`src/rtl/isablk_defines.svh`:
```
`ifndef ISABLK_DEFINES_SVH
`define ISABLK_DEFINES_SVH
// ----------------------------------------------------------------
// I/O port addresses and indices
// ----------------------------------------------------------------
`define ISABLK_PORT_INDEX   16'h0c50
`define ISABLK_PORT_DATA    16'h0c51
`define ISABLK_PORT_GPIO    16'h0c52
`define ISABLK_IDX_SECCTL   8'h80
`define ISABLK_IDX_ADDR_LO  8'h81
`define ISABLK_IDX_ADDR_HI  8'h82
`define ISABLK_IDX_IDXDATA  8'h83
`define ISABLK_IDX_DADDR_LO 8'h84
`define ISABLK_IDX_DADDR_HI 8'h85
`define ISABLK_IDX_WBLK0    8'h86
`define ISABLK_IDX_WBLK3    8'h89
`define ISABLK_HOOD_BIT     4
// ----------------------------------------------------------------
// APB register byte offsets
// ----------------------------------------------------------------
`define ISABLK_OFF_SECCTL   12'h200
`define ISABLK_OFF_ADDR_LO  12'h204
`define ISABLK_OFF_ADDR_HI  12'h208
`define ISABLK_OFF_WBLK3    12'h224
`define ISABLK_OFF_STATUS   12'h100
`define ISABLK_OFF_MASK     12'h104
`define ISABLK_OFF_GPIO     12'h108
`define ISABLK_BLK_FUNCS    5
`define ISABLK_RST_BYTE     8'h00
`endif

```
`src/rtl/isablk_pkg.sv`:
```
package isablk_pkg;
   typedef enum logic [1:0] {
      ISABLK_IDLE,
      ISABLK_IDXSEEN,
      ISABLK_BLOCK
   } isablk_st_t;
endpackage : isablk_pkg

```
`src/rtl/isablk_regs.sv`:
```
`timescale 1ns/1ps
`include "isablk_defines.svh"
// Index register file, ports C50h/C51h, indices 80h..89h.
module isablk_regs (
   input  wire logic       pclk,
   input  wire logic       presetn,
   input  wire logic       wr_en,
   input  wire logic [3:0] wr_sel,
   input  wire logic [7:0] wr_data,
   input  wire logic [3:0] rd_sel,
   output logic [7:0]      rd_data,
   output logic [79:0]     all_q
);
   logic [7:0] mem_q [0:9];
   // ----------------------------------------------------------------
   // One byte per index, cleared on reset
   // ----------------------------------------------------------------
   genvar g;
   generate
      for (g = 0; g < 10; g++) begin : g_byte
         always_ff @(posedge pclk or negedge presetn) begin
            if (!presetn) mem_q[g] <= `ISABLK_RST_BYTE;
            else if (wr_en && wr_sel == 4'(g)) mem_q[g] <= wr_data;
         end
         assign all_q[g*8 +: 8] = mem_q[g];
      end
   endgenerate
   // Registered read port
   always_ff @(posedge pclk or negedge presetn) begin
      if (!presetn) rd_data <= 8'h00;
      else if (rd_sel < 4'd10) rd_data <= mem_q[rd_sel];
      else rd_data <= 8'h00;
   end
endmodule : isablk_regs

```
`src/rtl/isablk_top.sv`:
```
// Decided for this implementation: the register addresses and the APB interface to the registers.
`timescale 1ns/1ps
`include "isablk_defines.svh"
module isablk_top (
   input  wire logic        pclk,
   input  wire logic        presetn,
   input  wire logic        psel,
   input  wire logic        penable,
   input  wire logic        pwrite,
   input  wire logic [11:0] paddr,
   input  wire logic [31:0] pwdata,
   output logic [31:0]      prdata,
   output logic             pready,
   output logic             pslverr,
   input  wire logic [15:0] isa_addr,
   input  wire logic [7:0]  isa_data,
   input  wire logic        isa_aen,
   input  wire logic        isa_iowc_n,
   input  wire logic        isa_iorc_n,
   input  wire logic        hood_switch,
   output logic             sio_aen,
   output logic             sio_iowc_n,
   output logic [7:0]       isa_rd_data,
   output logic             isa_rd_valid,
   output logic             irq
);
   import isablk_pkg::*;
   // ----------------------------------------------------------------
   // ISA I/O cycle decode
   // ----------------------------------------------------------------
   logic        iowc_q, idx_q_v;
   logic [7:0]  index_q;
   logic        hood_q;
   logic [1:0]  sts_q, msk_q;
   logic        hood_prev_q;
   logic [79:0] regs;
   logic [7:0]  rd_byte;
   isablk_st_t  st_q, st_d;
   wire io_cyc     = !isa_aen;
   wire wr_strobe  = io_cyc && !isa_iowc_n && iowc_q;
   wire rd_strobe  = io_cyc && !isa_iorc_n;
   wire hit_index  = isa_addr == `ISABLK_PORT_INDEX;
   wire hit_data   = isa_addr == `ISABLK_PORT_DATA;
   wire hit_gpio   = isa_addr == `ISABLK_PORT_GPIO;
   wire idx_in_rng = index_q >= `ISABLK_IDX_SECCTL &&
                     index_q <= `ISABLK_IDX_WBLK3;
   wire [7:0] secctl    = regs[7:0];
   wire [15:0] sio_ia   = {regs[23:16], regs[15:8]};
   wire [15:0] sio_da   = {regs[47:40], regs[39:32]};
   wire [7:0] sio_idxm  = regs[31:24];
   wire [31:0] wblk     = regs[79:48];
   // Match targets: index port, then data port after the watched index
   wire hit_sio_idx = isa_addr == sio_ia;
   wire hit_sio_dat = isa_addr == sio_da;
   wire idx_match   = hit_sio_idx && isa_data == sio_idxm;
   // Any of five function enables plus a write-block bit per low-five-bit data code, or any data value E0h..FFh
   wire [2:0] blk_sel = isa_data[7:5];
   wire func_on = |secctl[`ISABLK_BLK_FUNCS-1:0];
   wire wblk_hit = wblk[{isa_data[4:0]}];
   // Only a write to the data port is held back; reads pass untouched
   wire block_now = wr_strobe && (st_q == ISABLK_IDXSEEN) &&
                    hit_sio_dat && func_on &&
                    (wblk_hit || blk_sel == 3'd7);
   wire reg_wr = wr_strobe && hit_data && idx_in_rng;
   wire [3:0] reg_sel = 4'(index_q - `ISABLK_IDX_SECCTL);
   // ----------------------------------------------------------------
   // Match state machine
   // ----------------------------------------------------------------
   always_comb begin
      st_d = st_q;
      unique case (st_q)
         ISABLK_IDLE:    if (wr_strobe && idx_match) st_d = ISABLK_IDXSEEN;
         ISABLK_IDXSEEN: if (block_now) st_d = ISABLK_BLOCK;
                         else if (wr_strobe) st_d = ISABLK_IDLE;
         ISABLK_BLOCK:   if (isa_iowc_n) st_d = ISABLK_IDLE;
      endcase
   end
   // Blocking held for the whole write command to avoid a short glitch
   always_ff @(posedge pclk or negedge presetn) begin
      if (!presetn) st_q <= ISABLK_IDLE;
      else st_q <= st_d;
   end
   wire blocking = (st_d == ISABLK_BLOCK);
   // Gated strobes to the super I/O, registered
   always_ff @(posedge pclk or negedge presetn) begin
      if (!presetn) begin
         sio_aen    <= 1'b1;
         sio_iowc_n <= 1'b1;
      end else begin
         sio_aen    <= isa_aen | blocking;
         sio_iowc_n <= isa_iowc_n | blocking;
      end
   end
   // Edge detect of the write command, one strobe per cycle
   always_ff @(posedge pclk or negedge presetn) begin
      if (!presetn) iowc_q <= 1'b1;
      else iowc_q <= isa_iowc_n;
   end
   // Index port latch
   always_ff @(posedge pclk or negedge presetn) begin
      if (!presetn) index_q <= 8'h00;
      else if (wr_strobe && hit_index) index_q <= isa_data;
   end
   assign idx_q_v = idx_in_rng;
   // ----------------------------------------------------------------
   // Hood latch, kept outside the presetn domain
   // ----------------------------------------------------------------
   // Battery-backed: no reset term, so system reset never clears it
   wire gpio_clr  = wr_strobe && hit_gpio && isa_data[`ISABLK_HOOD_BIT];
   wire apb_hclr;
   always_ff @(posedge pclk) begin
      if (hood_switch) hood_q <= 1'b1;
      else if (gpio_clr || apb_hclr) hood_q <= 1'b0;
   end
   // Host reads of 0C52h and C51h
   always_ff @(posedge pclk or negedge presetn) begin
      if (!presetn) begin
         isa_rd_data  <= 8'h00;
         isa_rd_valid <= 1'b0;
      end else begin
         isa_rd_valid <= rd_strobe && (hit_gpio || hit_data);
         if (hit_gpio)
            isa_rd_data <= 8'(hood_q) << `ISABLK_HOOD_BIT;
         else
            isa_rd_data <= idx_q_v ? rd_byte : 8'h00;
      end
   end
   // ----------------------------------------------------------------
   // APB slave, zero wait state
   // ----------------------------------------------------------------
   wire apb_acc = psel && penable;
   wire apb_wr  = apb_acc && pwrite;
   wire a_sts   = paddr == `ISABLK_OFF_STATUS;
   wire a_msk   = paddr == `ISABLK_OFF_MASK;
   wire a_gpio  = paddr == `ISABLK_OFF_GPIO;
   // Index registers sit one per aligned word, low byte used
   wire a_reg   = paddr >= `ISABLK_OFF_SECCTL &&
                  paddr <= `ISABLK_OFF_WBLK3 &&
                  paddr[1:0] == 2'b00;
   wire a_ok    = a_sts || a_msk || a_gpio || a_reg;
   assign apb_hclr = apb_wr && a_gpio && pwdata[`ISABLK_HOOD_BIT];
   wire [3:0] apb_idx = paddr[5:2];
   wire [7:0] apb_byte = regs[{apb_idx, 3'b000} +: 8];
   // APB wins a same-cycle clash; the ISA write is then lost
   wire       apb_reg_wr = apb_wr && a_reg;
   wire       any_wr     = reg_wr || apb_reg_wr;
   wire [3:0] any_sel    = apb_reg_wr ? apb_idx : reg_sel;
   wire [7:0] any_data   = apb_reg_wr ? pwdata[7:0] : isa_data;
   isablk_regs u_regs (
      .pclk    (pclk),
      .presetn (presetn),
      .wr_en   (any_wr),
      .wr_sel  (any_sel),
      .wr_data (any_data),
      .rd_sel  (reg_sel),
      .rd_data (rd_byte),
      .all_q   (regs)
   );
   // Events: bit0 hood rising, bit1 blocked write
   logic [1:0] ev;
   always_ff @(posedge pclk or negedge presetn) begin
      // Reset high so a latch still set across reset raises no event
      if (!presetn) hood_prev_q <= 1'b1;
      else hood_prev_q <= hood_q;
   end
   assign ev = {blocking && st_q != ISABLK_BLOCK, hood_q && !hood_prev_q};
   // Set wins over write-one-clear
   always_ff @(posedge pclk or negedge presetn) begin
      if (!presetn) sts_q <= 2'b00;
      else if (apb_wr && a_sts) sts_q <= (sts_q & ~pwdata[1:0]) | ev;
      else sts_q <= sts_q | ev;
   end
   always_ff @(posedge pclk or negedge presetn) begin
      if (!presetn) msk_q <= 2'b00;
      else if (apb_wr && a_msk) msk_q <= pwdata[1:0];
   end
   always_ff @(posedge pclk or negedge presetn) begin
      if (!presetn) irq <= 1'b0;
      else irq <= |(sts_q & msk_q);
   end
   always_ff @(posedge pclk or negedge presetn) begin
      if (!presetn) begin
         prdata  <= 32'h0000_0000;
         pready  <= 1'b0;
         pslverr <= 1'b0;
      end else begin
         pready  <= psel && !penable;
         pslverr <= psel && !penable && !a_ok;
         if (a_sts) prdata <= {30'h0, sts_q};
         else if (a_msk) prdata <= {30'h0, msk_q};
         else if (a_gpio) prdata <= {27'h0, hood_q, 4'h0};
         else if (a_reg && apb_idx < 4'd10) prdata <= {24'h0, apb_byte};
         else prdata <= 32'h0000_0000;
      end
   end
   // ----------------------------------------------------------------
   // Checks
   // ----------------------------------------------------------------
   property p_block_gate;
      @(posedge pclk) disable iff (!presetn)
      (st_q == ISABLK_BLOCK) |=> sio_iowc_n;
   endproperty
   a_block_gate: assert property (p_block_gate)
      else $error("write reached super I/O while blocked");
   property p_pass;
      @(posedge pclk) disable iff (!presetn)
      (!blocking) |=> sio_iowc_n == $past(isa_iowc_n);
   endproperty
   a_pass: assert property (p_pass)
      else $error("unblocked write not passed through");
   property p_hood_set;
      @(posedge pclk) disable iff (!presetn)
      hood_switch |=> hood_q;
   endproperty
   a_hood_set: assert property (p_hood_set)
      else $error("hood bit not set by switch");
   property p_hood_hold;
      @(posedge pclk) disable iff (!presetn)
      (hood_q && !gpio_clr && !apb_hclr) |=> hood_q;
   endproperty
   a_hood_hold: assert property (p_hood_hold)
      else $error("hood bit lost without clear");
   property p_hood_clr;
      @(posedge pclk) disable iff (!presetn)
      (gpio_clr && !hood_switch) |=> !hood_q;
   endproperty
   a_hood_clr: assert property (p_hood_clr)
      else $error("hood bit not cleared");
   property p_idx_wr;
      @(posedge pclk) disable iff (!presetn)
      (wr_strobe && hit_index) |=> index_q == $past(isa_data);
   endproperty
   a_idx_wr: assert property (p_idx_wr)
      else $error("index port not latched");
   property p_match;
      @(posedge pclk) disable iff (!presetn)
      (st_q == ISABLK_IDLE && wr_strobe && idx_match)
         |=> st_q == ISABLK_IDXSEEN;
   endproperty
   a_match: assert property (p_match)
      else $error("index match missed");
   property p_nofunc;
      @(posedge pclk) disable iff (!presetn)
      (secctl[4:0] == 5'h00) |-> !block_now;
   endproperty
   a_nofunc: assert property (p_nofunc)
      else $error("blocked with no function enabled");
   property p_pready;
      @(posedge pclk) disable iff (!presetn)
      (psel && !penable) |=> pready;
   endproperty
   a_pready: assert property (p_pready)
      else $error("APB not answered");
   property p_first_gate;
      @(posedge pclk) disable iff (!presetn)
      block_now |=> sio_aen && sio_iowc_n;
   endproperty
   a_first_gate: assert property (p_first_gate)
      else $error("first blocked cycle reached super I/O");
   property p_arm_block;
      @(posedge pclk) disable iff (!presetn)
      block_now |=> st_q == ISABLK_BLOCK && sts_q[1];
   endproperty
   a_arm_block: assert property (p_arm_block)
      else $error("blocked write not held or not flagged");
   property p_disarm;
      @(posedge pclk) disable iff (!presetn)
      (st_q == ISABLK_IDXSEEN && wr_strobe && !block_now)
         |=> st_q == ISABLK_IDLE;
   endproperty
   a_disarm: assert property (p_disarm)
      else $error("match not dropped after a passed write");
   property p_wblk_bit;
      @(posedge pclk) disable iff (!presetn)
      (wr_strobe && st_q == ISABLK_IDXSEEN && hit_sio_dat &&
       secctl[0] && wblk[isa_data[4:0]]) |-> block_now;
   endproperty
   a_wblk_bit: assert property (p_wblk_bit)
      else $error("write-block bit ignored");
   property p_gpio_rd;
      @(posedge pclk) disable iff (!presetn)
      (rd_strobe && hit_gpio) |=>
         isa_rd_valid && isa_rd_data[`ISABLK_HOOD_BIT] == $past(hood_q);
   endproperty
   a_gpio_rd: assert property (p_gpio_rd)
      else $error("hood bit not returned at general-purpose port");
   property p_data_rd;
      @(posedge pclk) disable iff (!presetn)
      (rd_strobe && hit_data && idx_in_rng) |=>
         isa_rd_valid && isa_rd_data == $past(rd_byte);
   endproperty
   a_data_rd: assert property (p_data_rd)
      else $error("index register read wrong");
   property p_slverr;
      @(posedge pclk) disable iff (!presetn)
      (psel && !penable && !a_ok) |=> pready && pslverr;
   endproperty
   a_slverr: assert property (p_slverr)
      else $error("unmapped APB access not refused");
endmodule : isablk_top

```
`config.mk`:
```
export PLATFORM = sky130hd
export DESIGN_NAME = isablk_top
export DESIGN_NICKNAME = d
export VERILOG_FILES = /design/src/rtl/isablk_pkg.sv /design/src/rtl/isablk_regs.sv /design/src/rtl/isablk_top.sv
export VERILOG_INCLUDE_DIRS = /design/src /design/src/rtl
export SDC_FILE = /design/constraint.sdc
export NUM_CORES = 1
export LEC_CHECK = 0
export BUFFER_PORTS_ARGS = -buffer_cell sky130_fd_sc_hd__buf_2
export CORE_MARGIN = 1.5
export CORE_UTILIZATION = 30
export DETAILED_ROUTE_END_ITERATION = 6
export GPL_ROUTABILITY_DRIVEN = 0
export PLACE_DENSITY = 0.47
export SLEW_MARGIN = 15
export SYNTH_ARGS = -nofsm -noshare
export SYNTH_HDL_FRONTEND = slang
export SYNTH_HIERARCHICAL = 1
export SYNTH_SLANG_ARGS = --single-unit
```
`constraint.sdc`:
```
create_clock -name pclk -period 4.4 [get_ports pclk]
set_input_delay 0.88 -clock pclk [delete_from_list [all_inputs] [get_ports pclk]]
set_output_delay 0.88 -clock pclk [all_outputs]
set_load 0.05 [all_outputs]
```
---- Word-level counts from Yosys, hierarchy flattened ----
Index checks and enable logic that the tools add are counted.
word-level totals
  output and inout bits ................... 46
  logic and storage cells ................. 145
  flip-flop bits (word level) ............. 151
  bits of input ports ..................... 77
cells by class
  order comparisons ....................... 8
  add/sub/neg operators ................... 1
  equal/unequal tests ..................... 23
  reduce and logical (&&, ||, !) cells .... 58
  bitwise logic cells ..................... 8
  shift-type cells ........................ 1
  multiplexer cells ....................... 20
operator list
  operator                                                                            count
  8-bit two-way mux                                                                   10
  80-bit by 8-bit variable part select with 8-bit output                              1
  16-bit by 12-bit equality test with 1-bit output, second input constant             3
  1-bit logical AND                                                                   40
  12-bit by 9-bit equality test with 1-bit output, second input constant              3
  8-bit binary-select mux with 4-bit select                                           1
  16-bit equality test                                                                2
  4-bit by 3-bit equality test with 1-bit output, second input constant               4
  12-bit by 10-bit >= comparator with 1-bit output, second input constant             1
  12-bit by 10-bit less-or-equal comparator with 1-bit output, second input constant  1
  2-bit two-way mux                                                                   5
  4-bit by 2-bit equality test with 1-bit output, second input constant               2
  4-bit equality test, second input constant                                          2
  8-bit equality test                                                                 1
  8-bit >= comparator, second input constant                                          1
  8-bit less-or-equal comparator, second input constant                               1
  4-bit < comparator, second input constant                                           2
  1-bit logical OR                                                                    7
  1-bit zero test                                                                     6
  5-bit by 6-bit < comparator with 1-bit output, second input constant                1
  2-bit one-hot mux with 3 select lines                                               1
  1-bit binary-select mux with 5-bit select                                           1
  5-bit >= comparator, second input constant                                          1
  4-bit inverter with 5-bit output                                                    1
  16 further kinds                                                                    21

---- Depth between registers and ports, before layout ----
  word-level depth ........................ 13
  gate-level depth with buffers ........... 10
  gate-level depth less buffers ........... 8

---- Hierarchy ----
Netlist, hierarchy kept.
by module, submodules not included
  module       cells an instance  area each (um2)  times used  sequential area each (um2)
  isablk_regs  283                4036.4           1           2202.1
  isablk_top   350                3552.2           1           975.9

---- Worst setup path before layout ----
Ideal clock, no wire load.
  path type ............................... input to register
  from .................................... input paddr[6]
  to ...................................... register u_regs.mem_q (netlist bit u_regs/all_q[32])
  required time ........................... 4.275 ns
  data arrival time ....................... 3.430 ns
  setup time .............................. 0.125 ns
  path buffers ............................ 3
  cell stages on the path ................. 10
  slack ................................... 0.845 ns
  cells stage by stage .................... nor4_2 nand2_2 a2111oi_4 and2_4 buf_12 mux2_4 clkbuf_1 or3_1 buf_4 mux2_4
between the ends
  longest elaborated chain between the ends .. 7
  elaborated cells on any way between the ends .. 10
  classes of those cells .................. 2 x order compare; 1 x eq/ne; 2 x mux; 5 x reduce/logical
RTL lines
  element                                                                                                                                    line               source
  start, declared                                                                                                                            isablk_top.sv:10   input wire logic [11:0] paddr,
  12-bit by 10-bit >= comparator with 1-bit output (no line) or 12-bit by 10-bit less-or-equal comparator with 1-bit output (tied branches)  -
  1-bit logical AND (no line) (*)                                                                                                            -
  1-bit logical AND (*)                                                                                                                      isablk_top.sv:137  wire a_reg = paddr >= `ISABLK_OFF_SECCTL &&
  1-bit logical AND (*)                                                                                                                      isablk_top.sv:145  wire apb_reg_wr = apb_wr && a_reg;
  4-bit two-way mux (*)                                                                                                                      isablk_top.sv:147  wire [3:0] any_sel = apb_reg_wr ? apb_idx : reg_sel;
  net any_sel[1]                                                                                                                             isablk_top.sv:147
  4-bit by 3-bit equality test with 1-bit output (*)                                                                                         isablk_regs.sv:23  else if (wr_en && wr_sel == 4'(g)) mem_q[g] <= wr_data;
  1-bit logical AND (*)                                                                                                                      isablk_regs.sv:23
  end signal, assigned by index                                                                                                              isablk_regs.sv:22  if (!presetn) mem_q[g] <= `ISABLK_RST_BYTE;
  end signal, assigned by index                                                                                                              isablk_regs.sv:23
  end, declared                                                                                                                              isablk_regs.sv:14  logic [7:0] mem_q [0:9];
The timed path passes the listed nets; every way through them passes the cells marked *.
A chain may end at the register's enable or synchronous reset.

---- Worst setup path in the final report ----
  from .................................... input paddr[6]
  to ...................................... register u_regs.mem_q (netlist bit u_regs/all_q[31])
between the ends
  longest elaborated chain between the ends .. 7
  elaborated cells on any way between the ends .. 10
  classes of those cells .................. 2 x order compare; 1 x eq/ne; 2 x mux; 5 x reduce/logical
RTL lines
  element                                                                                                                                    line
  12-bit by 10-bit >= comparator with 1-bit output (no line) or 12-bit by 10-bit less-or-equal comparator with 1-bit output (tied branches)  -
  1-bit logical AND (no line) (*)                                                                                                            -
  1-bit logical AND (*)                                                                                                                      isablk_top.sv:137
  1-bit logical AND (*)                                                                                                                      isablk_top.sv:145
  4-bit two-way mux (*)                                                                                                                      isablk_top.sv:147
  net any_sel[3]                                                                                                                             isablk_top.sv:147
  4-bit by 2-bit equality test with 1-bit output (*)                                                                                         isablk_regs.sv:23
  1-bit logical AND (*)                                                                                                                      isablk_regs.sv:23
Marks and branches as above.

==> results by group <==
Clock network
  – Clk sinks: 127
  – CTS Hold Bufs: 0
  – Cts bufs inserted: 17
  – CTS tree: yes
  – Clock Tree Buf Depth: 2
  – Setup bufs post-CTS: 0
  – Clock Pin Slew Worst Setup and Hold Paths: 0.06 ns
  – Clock Latency Late Sink: 0.43 ns
  – H-tree levels: 4
  – Root Driver: clkbuf_16
  – Post-cts sizing count: 0

Global route
  – Largest net degree at the start of global routing: 81
  – GRT Total Usage: 18.9%
  – Global route overflow: 0
  – First-pass GRT wire length: 35700 um
  – Initial antenna violation count: 0
  – Vias in the first global route: 5521

Critical path
  – FF-to-FF path depth: 6
  – Worst r2r dst: u_regs/all_q[31]
  – Slowest cell on crit path: and3_1
  – Critical path fanouts, max: 13
  – Crit. End Element: flop
  – CP Launch Type: input port
  – Worst EP arrival: 3.84 ns
  – Worst-path cell chain: buf_2 -> nor4_2 -> nand2_2 -> a2111oi_4 -> and2_4 -> mux2_2 -> nor3b_2 -> and3_1 -> mux2_2
  – Reg-to-Reg Start: index_q[1]
  – Top cell by count, worst path: mux2_2
  – Crit Path Class: in2reg
  – R2R Setup Slk: 1.35 ns
  – CP max stage delay: 0.56 ns
  – WP data required: 4.71 ns

STA
  – Unrepaired setup endpoints after global routing: false
  – Fin Setup TNS: 0 ns
  – Fin worst setup slack: 0.870 ns
  – Hold Violations, Final: 0
  – Setup Viol. Count Final: 0
  – Clock Skew: 0.00797 ns
  – Fin. max-slew vios: 0
  – Fmax: 283 MHz
  – Period utilization: 80.2%
  – Hold_ws: 0.382 ns
  – Worst-Margin Slew: 1.05 ns
  – Fin crit period: 3.53 ns
  – Slew HR: 30.1%

Placement
  – DP HPWL: 17300 um
  – PortBufs: 74
  – Pre-CTS WS: 0.421 ns

Detailed routing
  – Final WL: 23800 um
  – Number of detailed-route iterations in the first pass: 5
  – Post-route ant nets: 0
  – Wire length per cell: 22.9 um
  – Via density: 5.19
  – Remaining DRCs: 0
  – Total number of vias: 5402
  – Initial DRC Count: 463

Floorplanning
  – Row cnt: 58
  – Initial core utilization: 30.3%
  – Number of primary I/O pins: 123
  – Die area: 26300 sq um
  – Core Area: 25000 sq um
  – Die Y-Extent: 162 um
  – Chip width: 162 um

Hold path
  – Hold Path Depth: 0
  – HP Start: hood_q
  – Hold Path Sink: hood_prev_q
  – Worst hold path class: reg2reg

Synthesis
  – Cell taking the most area after synthesis: dfrtp_1
  – Number of synthesized flops with an enable pin: 0
  – Synth warn: 6
  – Mapped Area: 7590 sq um
  – Most frequent cell after synthesis: dfrtp_1
  – Register area share after synthesis: 41.9%
  – Post-Syn Area per Cell: 12.0 sq um
  – Synth area leaders: dfrtp_1, mux2_2, mux2i_1
  – Syn Inst Count: 633
  – Yosys top cell area share: 40.2%
  – Ys async rst share: 99.2%
  – Primary FF master, synth: dfrtp_1
  – Unique masters post-synth: 67
  – FF+latch count, synth: 127
  – Synth top cells by count: dfrtp_1, mux2_2, mux2i_1

Power and ir drop
  – Max VDD drop: 0.199 mV
  – Static leakage: 3.97 nW
  – PD cells: 321 nW/um^2

Finish
  – P&R area growth vs syn: 15.0%
  – Share of cells above drive strength 1: 35.9%
  – Area of the multi-input gates: 4080 sq um
  – Finished Core Util: 34.8%
  – Filler cells: 2501
  – N_diodes: 0
  – Storage cell area: 3180 sq um
  – Nets: 776

Run status
  – Status: finished, final reports clean

Run
  – Max-cap violations: 0
==> how the worst max path moves through the flow <==
stage	depth (start not counted)	end	startpoint	slack, ns
floorplan	10	u_regs/all_q[32]	paddr[6]	0.84
global placement	9	u_regs/all_q[31]	paddr[6]	0.48
detailed placement	9	u_regs/all_q[31]	paddr[6]	0.42
CTS	9	u_regs/all_q[31]	paddr[6]	0.86
global route	9	u_regs/all_q[31]	paddr[6]	0.70
finish	9	u_regs/all_q[31]	paddr[6]	0.87
==> state kept, by name, summed over array words and instances, names as in the netlist, 2 cells and up <==
| name | flops |
|---|---|
| sts_q | 2 |
| st_q | 2 |
| index_q | 8 |
| prdata | 8 |
| isa_rd_data | 8 |
| u_regs/all_q | 80 |
| u_regs/rd_data | 8 |
| msk_q | 2 |
==> logic make-up (layout without fill, tap and decap cells) <==
family	count (synthesis)	in the layout	share of synthesized area, %
XOR/XNOR	41	41	4.73
other	1	24	0.0494
flip-flops	127	127	41.9
buffers and inverters	72	126	5.51
adder cells (fa/ha/maj)	2	2	0.330
multiplexers	188	188	30.7
AO/OA/AOI/OAI	57	57	5.44
AND/OR/NAND/NOR	145	145	11.3
==> per-stage QoR <==
| stage | cells | area [sq um] | power, mW |
|---|---|---|---|
| global placement | 1008 | 8140 | 1.44 |
| global route | 1040 | 8720 | 2.90 |
| CTS | 1040 | 8720 | 2.83 |
| finish | 1040 | 8720 | 2.80 |
| detailed placement | 1008 | 8140 | 1.44 |
| floorplan | 656 | 7670 | 1.35 |
==> worst max-delay path: cells and delay by family <==
family,cells,cell delay (ns)
buf+inv,1,0.10
mux,2,0.80
compound gates,1,0.36
simple gates,5,1.68
==> cells in the final DEF, fill, tap and decap left out, types with 5 or more instances in the layout <==
cell / n
dfrtp_1: 122
mux2_2: 79
buf_2: 73
mux2i_1: 66
xnor2_1: 33
nand2_1: 32
mux2_4: 25
conb_1: 24
o22ai_1: 22
nor2_1: 21
mux4_2: 18
clkbuf_16: 17
and2_1: 15
inv_1: 13
nand3_1: 12
xor2_1: 8
nor4_1: 7
nand2b_1: 7
a22oi_1: 7
nand4_1: 7
buf_4: 7
o21ai_0: 6
inv_6: 6
nor2b_1: 5
==> power by group <==
group,switching [mW],total [mW],internal (mW)
Combinational,0.178,0.243,0.0645
Clock,0.590,1.38,0.793
Sequential,0.00213,1.18,1.17
==> area by class of cell <==
class                           count  area share, %
Clock buffer                       17           4.88
Clock inverter                     15           1.74
Inverter                           13          0.559
Multi-Input combinational cell    457           46.8
Sequential cell                   127           36.4
Tap cell                          330           4.73
Timing Repair Buffer               81           4.92
==> metal layers <==
layer	up-vias	routed length, um	GRT usage, %
met5	-	0	0
met4	0	740	7.92
met3	39	1690	4.52
met2	221	10500	28.2
met1	2747	10800	26.1
li1	2395	-	-
(Power assumes the default switching activity.)
